File: config.mk
export PLATFORM = sky130hd
export DESIGN_NAME = watchdog_timer_unit
export DESIGN_NICKNAME = d
export VERILOG_FILES = /design/src/design/watchdog_pkg.sv /design/src/design/wd_divider.sv /design/src/design/watchdog_timer_unit.sv
export VERILOG_INCLUDE_DIRS = /design/src /design/src/design
export SDC_FILE = /design/constraint.sdc
export NUM_CORES = 1
export LEC_CHECK = 0
export ABC_AREA = 1
export BUFFER_PORTS_ARGS = -buffer_cell sky130_fd_sc_hd__buf_2
export CORE_MARGIN = 2
export CORE_UTILIZATION = 25
export DETAILED_ROUTE_END_ITERATION = 7
export GPL_ROUTABILITY_DRIVEN = 0
export SYNTH_ARGS = -nofsm -noshare
export SYNTH_HDL_FRONTEND = slang
export SYNTH_SLANG_ARGS = --single-unit
File: constraint.sdc
create_clock -name clock_i -period 2.8 [get_ports clock_i]
set_input_delay 0.28 -clock clock_i [delete_from_list [all_inputs] [get_ports clock_i]]
set_output_delay 0.28 -clock clock_i [all_outputs]
set_load 0.02 [all_outputs]
File: src/design/watchdog_consts.svh
`ifndef WATCHDOG_CONSTS_SVH
`define WATCHDOG_CONSTS_SVH

// ************************************************************
// bus geometry
// ************************************************************
`define WDT_ADR_W          8
`define WDT_DAT_W          32
`define WDT_BYTE_W         8
`define WDT_IDX_W          8
`define WDT_SEL_W          4

// ************************************************************
// register indices, byte address is four times the index
// ************************************************************
`define WDT_IDX_CONFIG     8'h34
`define WDT_IDX_CODE       8'h35
`define WDT_IDX_STATUS     8'h36

// ************************************************************
// control codes written to the code register
// ************************************************************
`define WDT_CODE_CLEAR     8'h4e
`define WDT_CODE_DISABLE   8'hb1

// ************************************************************
// configuration fields and reset values
// ************************************************************
`define WDT_CFG_EN_BIT     3
`define WDT_CFG_TIME_HI    2
`define WDT_CFG_TIME_LO    1
`define WDT_CFG_ACT_BIT    0
`define WDT_RST_EN         1'b1
`define WDT_RST_TIME       2'h0
`define WDT_RST_ACT        1'b1
`define WDT_ACT_IRQ        1'b0
`define WDT_ACT_RESET      1'b1

// ************************************************************
// status fields
// ************************************************************
`define WDT_ST_ACTIVE      0
`define WDT_ST_EN_BIT      1
`define WDT_ST_ACT_BIT     2
`define WDT_ST_TIME_LO     3
`define WDT_ST_TIME_HI     4
`define WDT_ST_BIN_LO      5
`define WDT_ST_BIN_HI      6
`define WDT_ST_OVF         7

// ************************************************************
// timing
// ************************************************************
`define WDT_FC_EXP         25
`define WDT_FS_EXP         17
`define WDT_EXP_STEP       2
`define WDT_BIN_EXP        2
`define WDT_BIN_TOP        2'h3
`define WDT_RST_HOLD_FC    24
`define WDT_HOLD_W         5
`define WDT_TAP_W          5
`define WDT_DIV_W          24

`endif

File: src/design/watchdog_pkg.sv
`include "watchdog_consts.svh"

package watchdog_pkg;

    // ************************************************************
    // reset pin sequencer, one-hot
    // ************************************************************
    typedef enum logic [1:0] {
        ST_RUN     = 2'b01,
        ST_RST_OUT = 2'b10
    } rst_fsm_t;

    // ************************************************************
    // software visible configuration
    // ************************************************************
    typedef struct packed {
        logic       en_bit;
        logic [1:0] detect_time_sel;
        logic       overflow_action_sel;
    } wdt_cfg_t;

    // ************************************************************
    // whole state of the top module
    // ************************************************************
    typedef struct packed {
        wdt_cfg_t                  cfg;
        logic                      active;
        logic [1:0]                bin_cnt;
        logic                      ovf_seen;
        rst_fsm_t                  fsm;
        logic [`WDT_HOLD_W-1:0]    hold_cnt;
        logic [2:0]                fs_sync;
        logic                      ack;
        logic [`WDT_DAT_W-1:0]     rdata;
        logic                      irq;
        logic                      rst_req;
        logic                      pin_oe;
    } wdt_state_t;

    // ************************************************************
    // divider state
    // ************************************************************
    typedef struct packed {
        logic [`WDT_DIV_W-1:0] cnt;
    } div_state_t;

endpackage

File: src/design/wd_divider.sv
`timescale 1ns/1ps
`include "watchdog_consts.svh"

module wd_divider #(
    parameter int DIV_W = `WDT_DIV_W
) (
    // clock and reset
    input  wire logic                  clock_i,
    input  wire logic                  rst_n_i,
    // control
    input  wire logic                  step_i,
    input  wire logic [`WDT_TAP_W-1:0] tap_i,
    // output
    output      logic                  tick_o
);

    // ************************************************************
    // elaboration check
    // ************************************************************
    if (DIV_W < 2 || DIV_W > 31) begin : g_chk
        $error("wd_divider: DIV_W out of range");
    end

    watchdog_pkg::div_state_t st_q;
    watchdog_pkg::div_state_t st_d;
    logic [DIV_W-1:0]         mask;

    // free running, never cleared by software
    always_comb begin
        st_d = st_q;
        mask = ~({DIV_W{1'b1}} << tap_i);
        if (step_i) begin
            st_d.cnt = st_q.cnt + 1'b1;
        end
    end

    // tick when the selected low bits wrap
    assign tick_o = step_i && ((st_q.cnt & mask) == mask);

    always_ff @(posedge clock_i) begin
        if (!rst_n_i) begin
            st_q <= '0;
        end else begin
            st_q <= st_d;
        end
    end

endmodule

File: src/design/watchdog_timer_unit.sv
// Decided for this implementation: the Wishbone interface to the registers.
`timescale 1ns/1ps
`include "watchdog_consts.svh"

// Functional notes
// - counting starts at reset release, enable set
// - reset action after reset, changeable only once
// - overflow with select one: reset, pin low
// - overflow with select zero: interrupt request
// - halt in stop, warm-up, idle, sleep
// - clear code resets binary counter only
// - shortest overflow is three quarters of time
// - bit 3 enables; zero needs disable code
// - bits 2:1 select detection time per source
// - bit 0: zero interrupt, one reset
// - select bit cannot return to one
// - configuration write-only, no read-modify-write
// - disable code valid only with enable zero
// - overflow usable as periodic interrupt
// - binary counter held clear while disabled
// - interrupt non-maskable, ignores master flag

module watchdog_timer_unit #(
    parameter int FC_EXP = `WDT_FC_EXP,
    parameter int FS_EXP = `WDT_FS_EXP,
    parameter int DIV_W  = `WDT_DIV_W
) (
    // clock and reset
    input  wire logic                  clock_i,
    input  wire logic                  rst_n_i,
    // wishbone classic slave
    input  wire logic                  wb_cyc_i,
    input  wire logic                  wb_stb_i,
    input  wire logic                  wb_we_i,
    input  wire logic [`WDT_ADR_W-1:0] wb_adr_i,
    input  wire logic [`WDT_SEL_W-1:0] wb_sel_i,
    input  wire logic [`WDT_DAT_W-1:0] wb_dat_i,
    output      logic [`WDT_DAT_W-1:0] wb_dat_o,
    output      logic                  wb_ack_o,
    // clock source and operating mode
    input  wire logic                  fs_clk_i,
    input  wire logic                  prescaler_clock_sel_i,
    input  wire logic                  slow_mode_i,
    input  wire logic                  stop_mode_i,
    input  wire logic                  warmup_i,
    input  wire logic                  idle_sleep_i,
    // overflow requests
    output      logic                  wd_interrupt_req_o,
    output      logic                  wd_reset_req_o,
    // reset pin, open drain
    output      logic                  reset_pin_o,
    output      logic                  reset_pin_oe_o
);

    // ************************************************************
    // elaboration checks
    // ************************************************************
    localparam int MIN_TAP = FS_EXP - 3 * `WDT_EXP_STEP - `WDT_BIN_EXP;

    if (MIN_TAP < 1) begin : g_chk_fs
        $error("watchdog_timer_unit: FS_EXP too small");
    end
    if (FC_EXP - `WDT_BIN_EXP > DIV_W || FS_EXP - `WDT_BIN_EXP > DIV_W) begin : g_chk_w
        $error("watchdog_timer_unit: divider narrower than tap");
    end
    if (FC_EXP - 3 * `WDT_EXP_STEP - `WDT_BIN_EXP < 1) begin : g_chk_fc
        $error("watchdog_timer_unit: FC_EXP too small");
    end

    // ************************************************************
    // constants
    // ************************************************************
    localparam logic [`WDT_HOLD_W-1:0] HOLD_CYC = `WDT_HOLD_W'(`WDT_RST_HOLD_FC);

    localparam watchdog_pkg::wdt_state_t RESET_STATE = '{
        cfg      : '{en_bit              : `WDT_RST_EN,
                     detect_time_sel     : `WDT_RST_TIME,
                     overflow_action_sel : `WDT_RST_ACT},
        active   : 1'b1,
        bin_cnt  : '0,
        ovf_seen : 1'b0,
        fsm      : watchdog_pkg::ST_RUN,
        hold_cnt : '0,
        fs_sync  : '0,
        ack      : 1'b0,
        rdata    : '0,
        irq      : 1'b0,
        rst_req  : 1'b0,
        pin_oe   : 1'b0
    };

    // ************************************************************
    // decoding helpers
    // ************************************************************

    // byte address of a register index
    function automatic logic reg_hit(input logic [`WDT_ADR_W-1:0] adr,
                                     input logic [`WDT_IDX_W-1:0] idx);
        logic [`WDT_IDX_W+1:0] byte_adr;
        byte_adr = {idx, 2'b00};
        reg_hit  = ({2'b00, adr} == byte_adr);
    endfunction

    // number of divider bits below one binary counter step
    function automatic logic [`WDT_TAP_W-1:0] tap_of(input int base,
                                                     input logic [1:0] sel);
        int e;
        e      = base - `WDT_BIN_EXP - `WDT_EXP_STEP * int'(sel);
        tap_of = `WDT_TAP_W'(e);
    endfunction

    // ************************************************************
    // state
    // ************************************************************
    watchdog_pkg::wdt_state_t st_q;
    watchdog_pkg::wdt_state_t st_d;

    logic                  halt;
    logic                  use_fs;
    logic                  fs_edge;
    logic                  div_step;
    logic [`WDT_TAP_W-1:0] div_tap;
    logic                  div_tick;
    logic                  bus_req;
    logic                  wr_byte;
    logic [`WDT_BYTE_W-1:0] wbyte;
    logic                  bin_clr;
    logic                  overflow;

    // ************************************************************
    // clock source selection and halting
    // ************************************************************

    // stop mode covers its warm-up too
    assign halt    = stop_mode_i || warmup_i || idle_sleep_i;
    assign use_fs  = prescaler_clock_sel_i || slow_mode_i;
    // edge from the second and third sync stages only
    assign fs_edge = st_q.fs_sync[1] && !st_q.fs_sync[2];

    // fc source is the block clock itself, fs is counted by edges
    assign div_step = !halt && (use_fs ? fs_edge : 1'b1);

    // tap picks one quarter of the detection time
    assign div_tap = use_fs ? tap_of(FS_EXP, st_q.cfg.detect_time_sel)
                            : tap_of(FC_EXP, st_q.cfg.detect_time_sel);

    // ************************************************************
    // internal divider
    // ************************************************************

    // never cleared by the clear code, so the phase survives a clear
    wd_divider #(
        .DIV_W (DIV_W)
    ) u_div (
        .clock_i (clock_i),
        .rst_n_i (rst_n_i),
        .step_i  (div_step),
        .tap_i   (div_tap),
        .tick_o  (div_tick)
    );

    // ************************************************************
    // bus decode
    // ************************************************************

    // ack is registered, so a held request is taken only once
    assign bus_req = wb_cyc_i && wb_stb_i && !st_q.ack;
    // registers live in byte lane 0 only
    assign wr_byte = bus_req && wb_we_i && wb_sel_i[0];
    assign wbyte   = wb_dat_i[`WDT_BYTE_W-1:0];

    // clear code, other values fall through untouched
    assign bin_clr = wr_byte && reg_hit(wb_adr_i, `WDT_IDX_CODE)
                     && (wbyte == `WDT_CODE_CLEAR);

    // fourth quarter tick of the binary counter
    assign overflow = st_q.active && !bin_clr && div_tick
                      && (st_q.bin_cnt == `WDT_BIN_TOP);

    // ************************************************************
    // next state
    // ************************************************************
    always_comb begin
        st_d         = st_q;
        st_d.ack     = 1'b0;
        st_d.irq     = 1'b0;
        st_d.rst_req = 1'b0;
        st_d.fs_sync = {st_q.fs_sync[1:0], fs_clk_i};

        // bus access
        if (bus_req) begin
            st_d.ack   = 1'b1;
            st_d.rdata = '0;
            if (wr_byte && reg_hit(wb_adr_i, `WDT_IDX_CONFIG)) begin
                st_d.cfg.detect_time_sel = wbyte[`WDT_CFG_TIME_HI:`WDT_CFG_TIME_LO];
                // once cleared the select bit stays cleared
                st_d.cfg.overflow_action_sel = st_q.cfg.overflow_action_sel
                                               & wbyte[`WDT_CFG_ACT_BIT];
                if (wbyte[`WDT_CFG_EN_BIT]) begin
                    st_d.cfg.en_bit = 1'b1;
                    st_d.active     = 1'b1;
                end else begin
                    // a zero only arms the disable code
                    st_d.cfg.en_bit = 1'b0;
                end
            end
            if (wr_byte && reg_hit(wb_adr_i, `WDT_IDX_CODE)) begin
                if (wbyte == `WDT_CODE_DISABLE && !st_q.cfg.en_bit) begin
                    st_d.active = 1'b0;
                end
            end
            if (wr_byte && reg_hit(wb_adr_i, `WDT_IDX_STATUS) && wbyte[`WDT_ST_OVF]) begin
                st_d.ovf_seen = 1'b0;
            end
            // configuration and code read as zero, nothing to modify
            if (!wb_we_i && reg_hit(wb_adr_i, `WDT_IDX_STATUS)) begin
                st_d.rdata[`WDT_ST_ACTIVE]                = st_q.active;
                st_d.rdata[`WDT_ST_EN_BIT]                = st_q.cfg.en_bit;
                st_d.rdata[`WDT_ST_ACT_BIT]               = st_q.cfg.overflow_action_sel;
                st_d.rdata[`WDT_ST_TIME_HI:`WDT_ST_TIME_LO] = st_q.cfg.detect_time_sel;
                st_d.rdata[`WDT_ST_BIN_HI:`WDT_ST_BIN_LO]   = st_q.bin_cnt;
                st_d.rdata[`WDT_ST_OVF]                   = st_q.ovf_seen;
            end
        end

        // binary counter
        if (!st_q.active || bin_clr) begin
            st_d.bin_cnt = '0;
        end else if (div_tick) begin
            st_d.bin_cnt = st_q.bin_cnt + 2'h1; // wraps to zero at overflow
        end

        // overflow routing, one pulse per event
        if (overflow) begin
            st_d.ovf_seen = 1'b1; // set wins over a same-cycle clear
            if (st_q.cfg.overflow_action_sel == `WDT_ACT_RESET) begin
                st_d.rst_req  = 1'b1;
                st_d.pin_oe   = 1'b1;
                st_d.hold_cnt = HOLD_CYC;
                st_d.fsm      = watchdog_pkg::ST_RST_OUT;
            end else begin
                // no master flag input: cannot be masked
                st_d.irq = 1'b1;
            end
        end

        // reset pin low time
        case (st_q.fsm)
            watchdog_pkg::ST_RUN: begin
                if (!overflow) begin
                    st_d.pin_oe = 1'b0;
                end
            end
            watchdog_pkg::ST_RST_OUT: begin
                if (!overflow) begin
                    if (st_q.hold_cnt <= `WDT_HOLD_W'(1)) begin
                        st_d.pin_oe = 1'b0;
                        st_d.fsm    = watchdog_pkg::ST_RUN;
                    end else begin
                        st_d.hold_cnt = st_q.hold_cnt - `WDT_HOLD_W'(1);
                    end
                end
            end
            default: begin
                st_d.fsm    = watchdog_pkg::ST_RUN;
                st_d.pin_oe = 1'b0;
            end
        endcase
    end

    // ************************************************************
    // registers
    // ************************************************************

    // reset leaves the watchdog running with reset action
    always_ff @(posedge clock_i) begin
        if (!rst_n_i) begin
            st_q <= RESET_STATE;
        end else begin
            st_q <= st_d;
        end
    end

    // ************************************************************
    // outputs
    // ************************************************************
    assign wb_dat_o           = st_q.rdata;
    assign wb_ack_o           = st_q.ack;
    assign wd_interrupt_req_o = st_q.irq;
    assign wd_reset_req_o     = st_q.rst_req;
    // open drain: only ever pulls low
    assign reset_pin_o        = 1'b0;
    assign reset_pin_oe_o     = st_q.pin_oe;

endmodule

==> results of run 1 <==
[cell type report]
type / count / area [sq um] / area share
clock buffers: 5 / 125.1 / 0.03656
clock inverters: 3 / 65.06 / 0.01901
inverters: 59 / 221.5 / 0.06472
multi-input cells: 305 / 1563 / 0.4567
flip-flops and latches: 53 / 1061 / 0.3101
well taps: 147 / 183.9 / 0.05375
repair buffers: 40 / 202.7 / 0.05923
[layer usage]
metal  GRT usage  wire length [um]  up-vias
li1            -                 -     1385
met1      0.1253              2848     1203
met2      0.1566              2830       48
met3     0.01641               224        7
met4     0.03171                74        0
met5           0                 0        -
[report_power, final]
group          internal [mW]  switching [mW]  leakage, nW
sequential             0.758         0.00245        0.428
combinational         0.0288          0.0768         1.01
clock                  0.511           0.273       0.0938
[path summary, 6_finish.rpt]
path,from,to,cells past startpoint
setup / recovery,st_d[38],u_div.st_q[15],10
hold / removal,fs_clk_i,st_d[37],3
setup reg to reg,st_d[38],u_div.st_q[15],10
hold reg to reg,st_d[37],st_d[38],2
[layout by cell type (no fill, tap or decap), types with 4 or more instances in the layout]
| cell | instances |
|---|---|
| clkbuf_16 | 5 |
| nand2_2 | 8 |
| ha_1 | 7 |
| nand2_1 | 78 |
| o21ai_1 | 4 |
| nor2_4 | 4 |
| nor2_1 | 48 |
| conb_1 | 25 |
| a21oi_1 | 34 |
| nor3_1 | 15 |
| inv_1 | 57 |
| buf_2 | 39 |
| dfxtp_1 | 53 |
| o21ai_0 | 17 |
| nand3_1 | 24 |
| nand4_1 | 9 |
| nor2_2 | 8 |
[through the flow]
| stage | total power, mW | area [sq um] | util | setup WS (ns) | std cells |
|---|---|---|---|---|---|
| detailed placement | 0.8829 | 3232 | 0.2702 | 0.8815 | 604 |
| finish | 1.649 | 3422 | 0.2861 | 1.025 | 612 |
| floorplan | 0.8802 | 3143 | - | 1.318 | 458 |
| global placement | 0.8810 | 3232 | 0.2702 | 0.9175 | 604 |
| global route | 1.714 | 3422 | 0.2861 | 0.7810 | 612 |
| CTS | 1.663 | 3422 | 0.2861 | 1.001 | 612 |
[critical path: cells and delay by family, from the launching register on]
family           cells  cell delay (ns)
AND/OR/NAND/NOR      8             1.11
AO/OA/AOI/OAI        2             0.22
flip-flops           1             0.33
[sequential cells by signal, indices dropped and copies added, names as in the netlist]
| name | count |
|---|---|
| st_d | 2 |
| u_div.st_q | 23 |
| wd_interrupt_req_o | 1 |
| wb_dat_o | 8 |
| reset_pin_oe_o | 1 |
| st_q | 16 |
| wb_ack_o | 1 |
| wd_reset_req_o | 1 |
[cell families (layout without fill, tap and decap cells)]
kind of cell               after synthesis  count (layout)  share of synthesized area
xor gates and xnor gates                 4               4                    0.01148
other                                    1              25                   0.001228
and+or+nand+nor                        203             203                     0.3205
adders and majority gates                7               7                    0.02869
DFF                                     53              53                     0.3475
buffers and inverters                  100             107                     0.1701
AOI/OAI and AO/OA                       66              66                     0.1205
==> results.yml, run 1 <==
cells_and_area:
  antenna_cells: 0
  area_growth_pct: 12.09
  drive_above_1_share: 0.1720
  nFillCells: 1304
  nets: 526
die:
  core-area_sq_mm: 0.01196
  std_cell_rows: 40
  initial_utilization: 0.2552
  die-area_sq_mm: 0.01311
  ios: 92
  die_h_um: 114.5
  fp.dieW_um: 114.5
synth:
  synth.largest_area_cell: "dfxtp_1"
  syn_inst: 434
  ys_seq_area_frac: 0.3475
  async_flop_share: 0
  synth_top_area_share: 0.3475
  synth_edf_count: 0
  synth_most_common_cell: "nand2_1"
  synth_common_cells: "nand2_1, inv_1, dfxtp_1"
  synth_area_leaders: "dfxtp_1, nand2_1, buf_4"
  synth_seq_cells: 53
  yosysWarnings: 0
  synth.avg_cell_area_sq_um: 7.034
  synth_cell_type_count: 36
  syn-cell-area_sq_mm: 0.003053
  synth_flop_cell: "dfxtp_1"
clocking:
  postCtsResizedCells: 0
  clkTransAtPathRegs_ns: 0.07
  tritoncts: "yes"
  cts_made_buffers: 5
  cts_sinks: 53
  post_cts_buffers: 0
  clock_latency_ns: 0.29
  root_buffer: "clkbuf_16"
  cts-htree-levels: 2
  clk_path_buf_depth: 2
  cts_hold_buf: 0
detailed_routing:
  drtAntennaViolNets: 0
  via_per_inst: 4.319
  drt_iter0_drc: 150
  first_pass_iters: 4
  wl_um: 5977
  drcViolationCount: 0
  via_count: 2643
  wl_per_cell_um: 9.766
pwr:
  peakVddDrop_uv: 384.2
  power_density_mw_per_mm2: 482.0
  p_leak_nw: 1.527
timing:
  setup_viol: 0
  fin_crit_ns: 1.775
  finalSetupTns_ns: 0
  fmax_mhz: 563.5
  rsz0062_at_grt: "no"
  skew_ns: 0.005842
  finalCritPeriodShare: 0.6338
  hold_violations: 0
  worst_pin_slew_ns: 0.8600
  drv_slew: 0
  hold_slack_ns: 0.1776
  maxSlewHeadroom: 0.4261
global_route:
  overflow: 0
  grt_pass1_wl_um: 10400
  grt_pass1_vias: 2391
  grt_max_degree: 27
  antenna_found_initial: 0
  grt_use_total: 0.09494
setup_path:
  critical_path.max_stage_delay_ns: 0.33
  slowest_stage: "dfxtp_1"
  worst-path-max-fanout: 11
  cp-start-kind: "flip-flop"
  cp_data_required_time_ns: 2.98
  cp-end-kind: "flip-flop"
  arrival_ns: 1.96
  r2r_slack_ns: 1.03
  crit_type: "flip-flop to flip-flop"
  path_cells: "nand2_1 > nand2_2 > nand2_2 > nor2_2 > nand2_2 > nor2_2 > nand2_1 > nor2_2 > a21oi_1 > o21a_1"
worst_hold_path:
  hp-class: "input port to flip-flop"
run:
  cap_violations: 0
run_status:
  status: "finished clean"
placement:
  io_buffers: 39
  hpwl_um: 4602
(Power assumes the default switching activity.)
==> run 2: changes to the inputs <==
Clock period 2.8 ns to 1.74 ns, I/O delays scaled along.
==> run 2 against run 1 <==
Compared with the run above:
- clock power increased by 26%
- power increased by 45%
- cell area increased by 2.3%
- flip-flop and latch count unchanged
- largest cell class unchanged
- sequential power increased by 61%
- utilization increased by 0.67 points
- critical endpoint is now u_div.st_q[22]
- non-clock buffer count increased by 10
- clock-buffer cell count increased by 1
==> results.yml, run 2 (same netlist as run 1, synthesis figures left out) <==
die:
  die_h_um: 114.5
  fp.dieW_um: 114.5
  std_cell_rows: 40
  core-area_sq_mm: 0.01196
  ios: 92
  initial_utilization: 0.2552
  die-area_sq_mm: 0.01311
detailed_routing:
  wl_um: 6027
  drtAntennaViolNets: 0
  via_per_inst: 4.235
  wl_per_cell_um: 9.705
  drcViolationCount: 0
  via_count: 2630
  first_pass_iters: 4
  drt_iter0_drc: 103
placement:
  hpwl_um: 4703
  placed_cells: 612
  pre_cts_ws_ns: 0.08105
  io_buffers: 39
clocking:
  cts-htree-levels: 2
  clkTransAtPathRegs_ns: 0.07
  cts_made_buffers: 5
  clock_latency_ns: 0.29
  root_buffer: "clkbuf_16"
  clk_path_buf_depth: 2
  cts_sinks: 53
  tritoncts: "yes"
pwr:
  peakVddDrop_uv: 388.9
  power_density_mw_per_mm2: 682.3
  p_leak_nw: 1.564
timing:
  drv_slew: 0
  final.setup.worst_slack_ns: 0.1428
  setup_viol: 0
  fmax_mhz: 626.1
  skew_ns: 0.009088
  fin_crit_ns: 1.597
  finalSetupTns_ns: 0
  finalCritPeriodShare: 0.9179
  hold_slack_ns: 0.06321
  hold_violations: 0
setup_path:
  reg2regPathDepth: 9
  crit_type: "flip-flop to flip-flop"
  cp_data_required_time_ns: 1.91
  cp-start-kind: "flip-flop"
  startpoint: "u_div.st_q[8]"
  crit_cells: 9
  critical_path.max_stage_delay_ns: 0.37
  slowest_stage: "dfxtp_1"
  worstReg2RegEnd: "u_div.st_q[22]"
  r2r_slack_ns: 0.14
  timing.rr.start: "u_div.st_q[8]"
  path_buf_inv: 1
  worst-path-max-fanout: 5
  critical_path.top_delay_family: "simple AND/OR/NAND/NOR gates"
  cp-endpoint: "u_div.st_q[22]"
  crit_top_cell: "nand2_1"
  cp-end-kind: "flip-flop"
  arrival_ns: 1.76
  path_cells: "inv_1 > nor3_1 > nand2_1 > nor3_2 > nand3_1 > nand2_1 > nand2_1 > nand2_1 > a21oi_1"
global_route:
  grt_pass1_vias: 2378
  grt_max_degree: 27
  grt_use_total: 0.09123
  grt_pass1_wl_um: 10070
  antenna_found_initial: 0
  overflow: 0
cells_and_area:
  nFillCells: 1291
  layout_commonest_cell: "nand2_1"
  final_cell_mix: "nand2_1, inv_1, dfxtp_1"
  area_growth_pct: 14.71
  nets: 536
  fin_util: 0.2928
  antenna_cells: 0
  regMostFlops: "u_div.st_q"
  largest_register_ffs: 23
  layout.cells.non_filler: 621
  drive_above_1_share: 0.2131
worst_hold_path:
  hp-class: "input port to flip-flop"
run:
  cap_violations: 0
run_status:
  status: "finished clean"
==> run 2: cell count changes in the layout (fill, tap and decap cells not counted), sizes merged <==
cell and change:
clkinv -1, clkinvlp +1, buf +10, clkbuf +1, bufinv -2
==> run 2: through the flow <==
| step | instance area, sq um | power [mW] |
|---|---|---|
| floorplan | 3143 | 1.416 |
| global placement | 3292 | 1.423 |
| detailed placement | 3292 | 1.426 |
| CTS | 3438 | 2.417 |
| global route | 3502 | 2.480 |
| finish | 3502 | 2.390 |
==> run 2: how the worst min path moves through the flow <==
stage	start	to	slack [ns]	cells past startpoint
finish	fs_clk_i	st_d[37]	0.06	3
global route	fs_clk_i	st_d[37]	0.07	3
CTS	fs_clk_i	st_d[37]	0.06	3
detailed placement	fs_clk_i	st_d[37]	0.36	3
global placement	fs_clk_i	st_d[37]	0.36	3
floorplan	fs_clk_i	st_d[37]	0.27	2
==> run 2: routing by layer <==
metal  vias up  routed length [um]  track usage
li1       1406                   -            -
met1      1167                2961       0.1222
met2        51                2774       0.1491
met3         6                 228      0.01853
met4         0                  63      0.02439
met5         -                   0            0
==> run 2: layout make-up <==
type / count / area, sq um / share of cell area
clock buffer: 6 / 138.9 / 0.03966
timing repair buffer: 50 / 277.8 / 0.07931
multi-input combinational: 305 / 1607 / 0.4587
inverter: 59 / 221.5 / 0.06324
sequential: 53 / 1066 / 0.3044
tap: 147 / 183.9 / 0.05252
clock inverter: 1 / 7.507 / 0.002144
==> run 2: what timing repair did <==
item,in CTS,in global routing
setup buffers,0,2
hold buffers,0,0
gates resized for setup,0,15
endpoints found under the setup margin,0,16
==> run 2: where the power goes <==
part	switching [mW]	internal, mW
Clock	0.425	0.565
Sequential	0.00379	1.22
Combinational	0.125	0.0513
Total	0.554	1.84
==> run 2: worst min-delay path: cells and delay by family <==
family,cells,cell delay (ns)
AND/OR/NAND/NOR,1,0.04
buffers and inverters,2,0.11
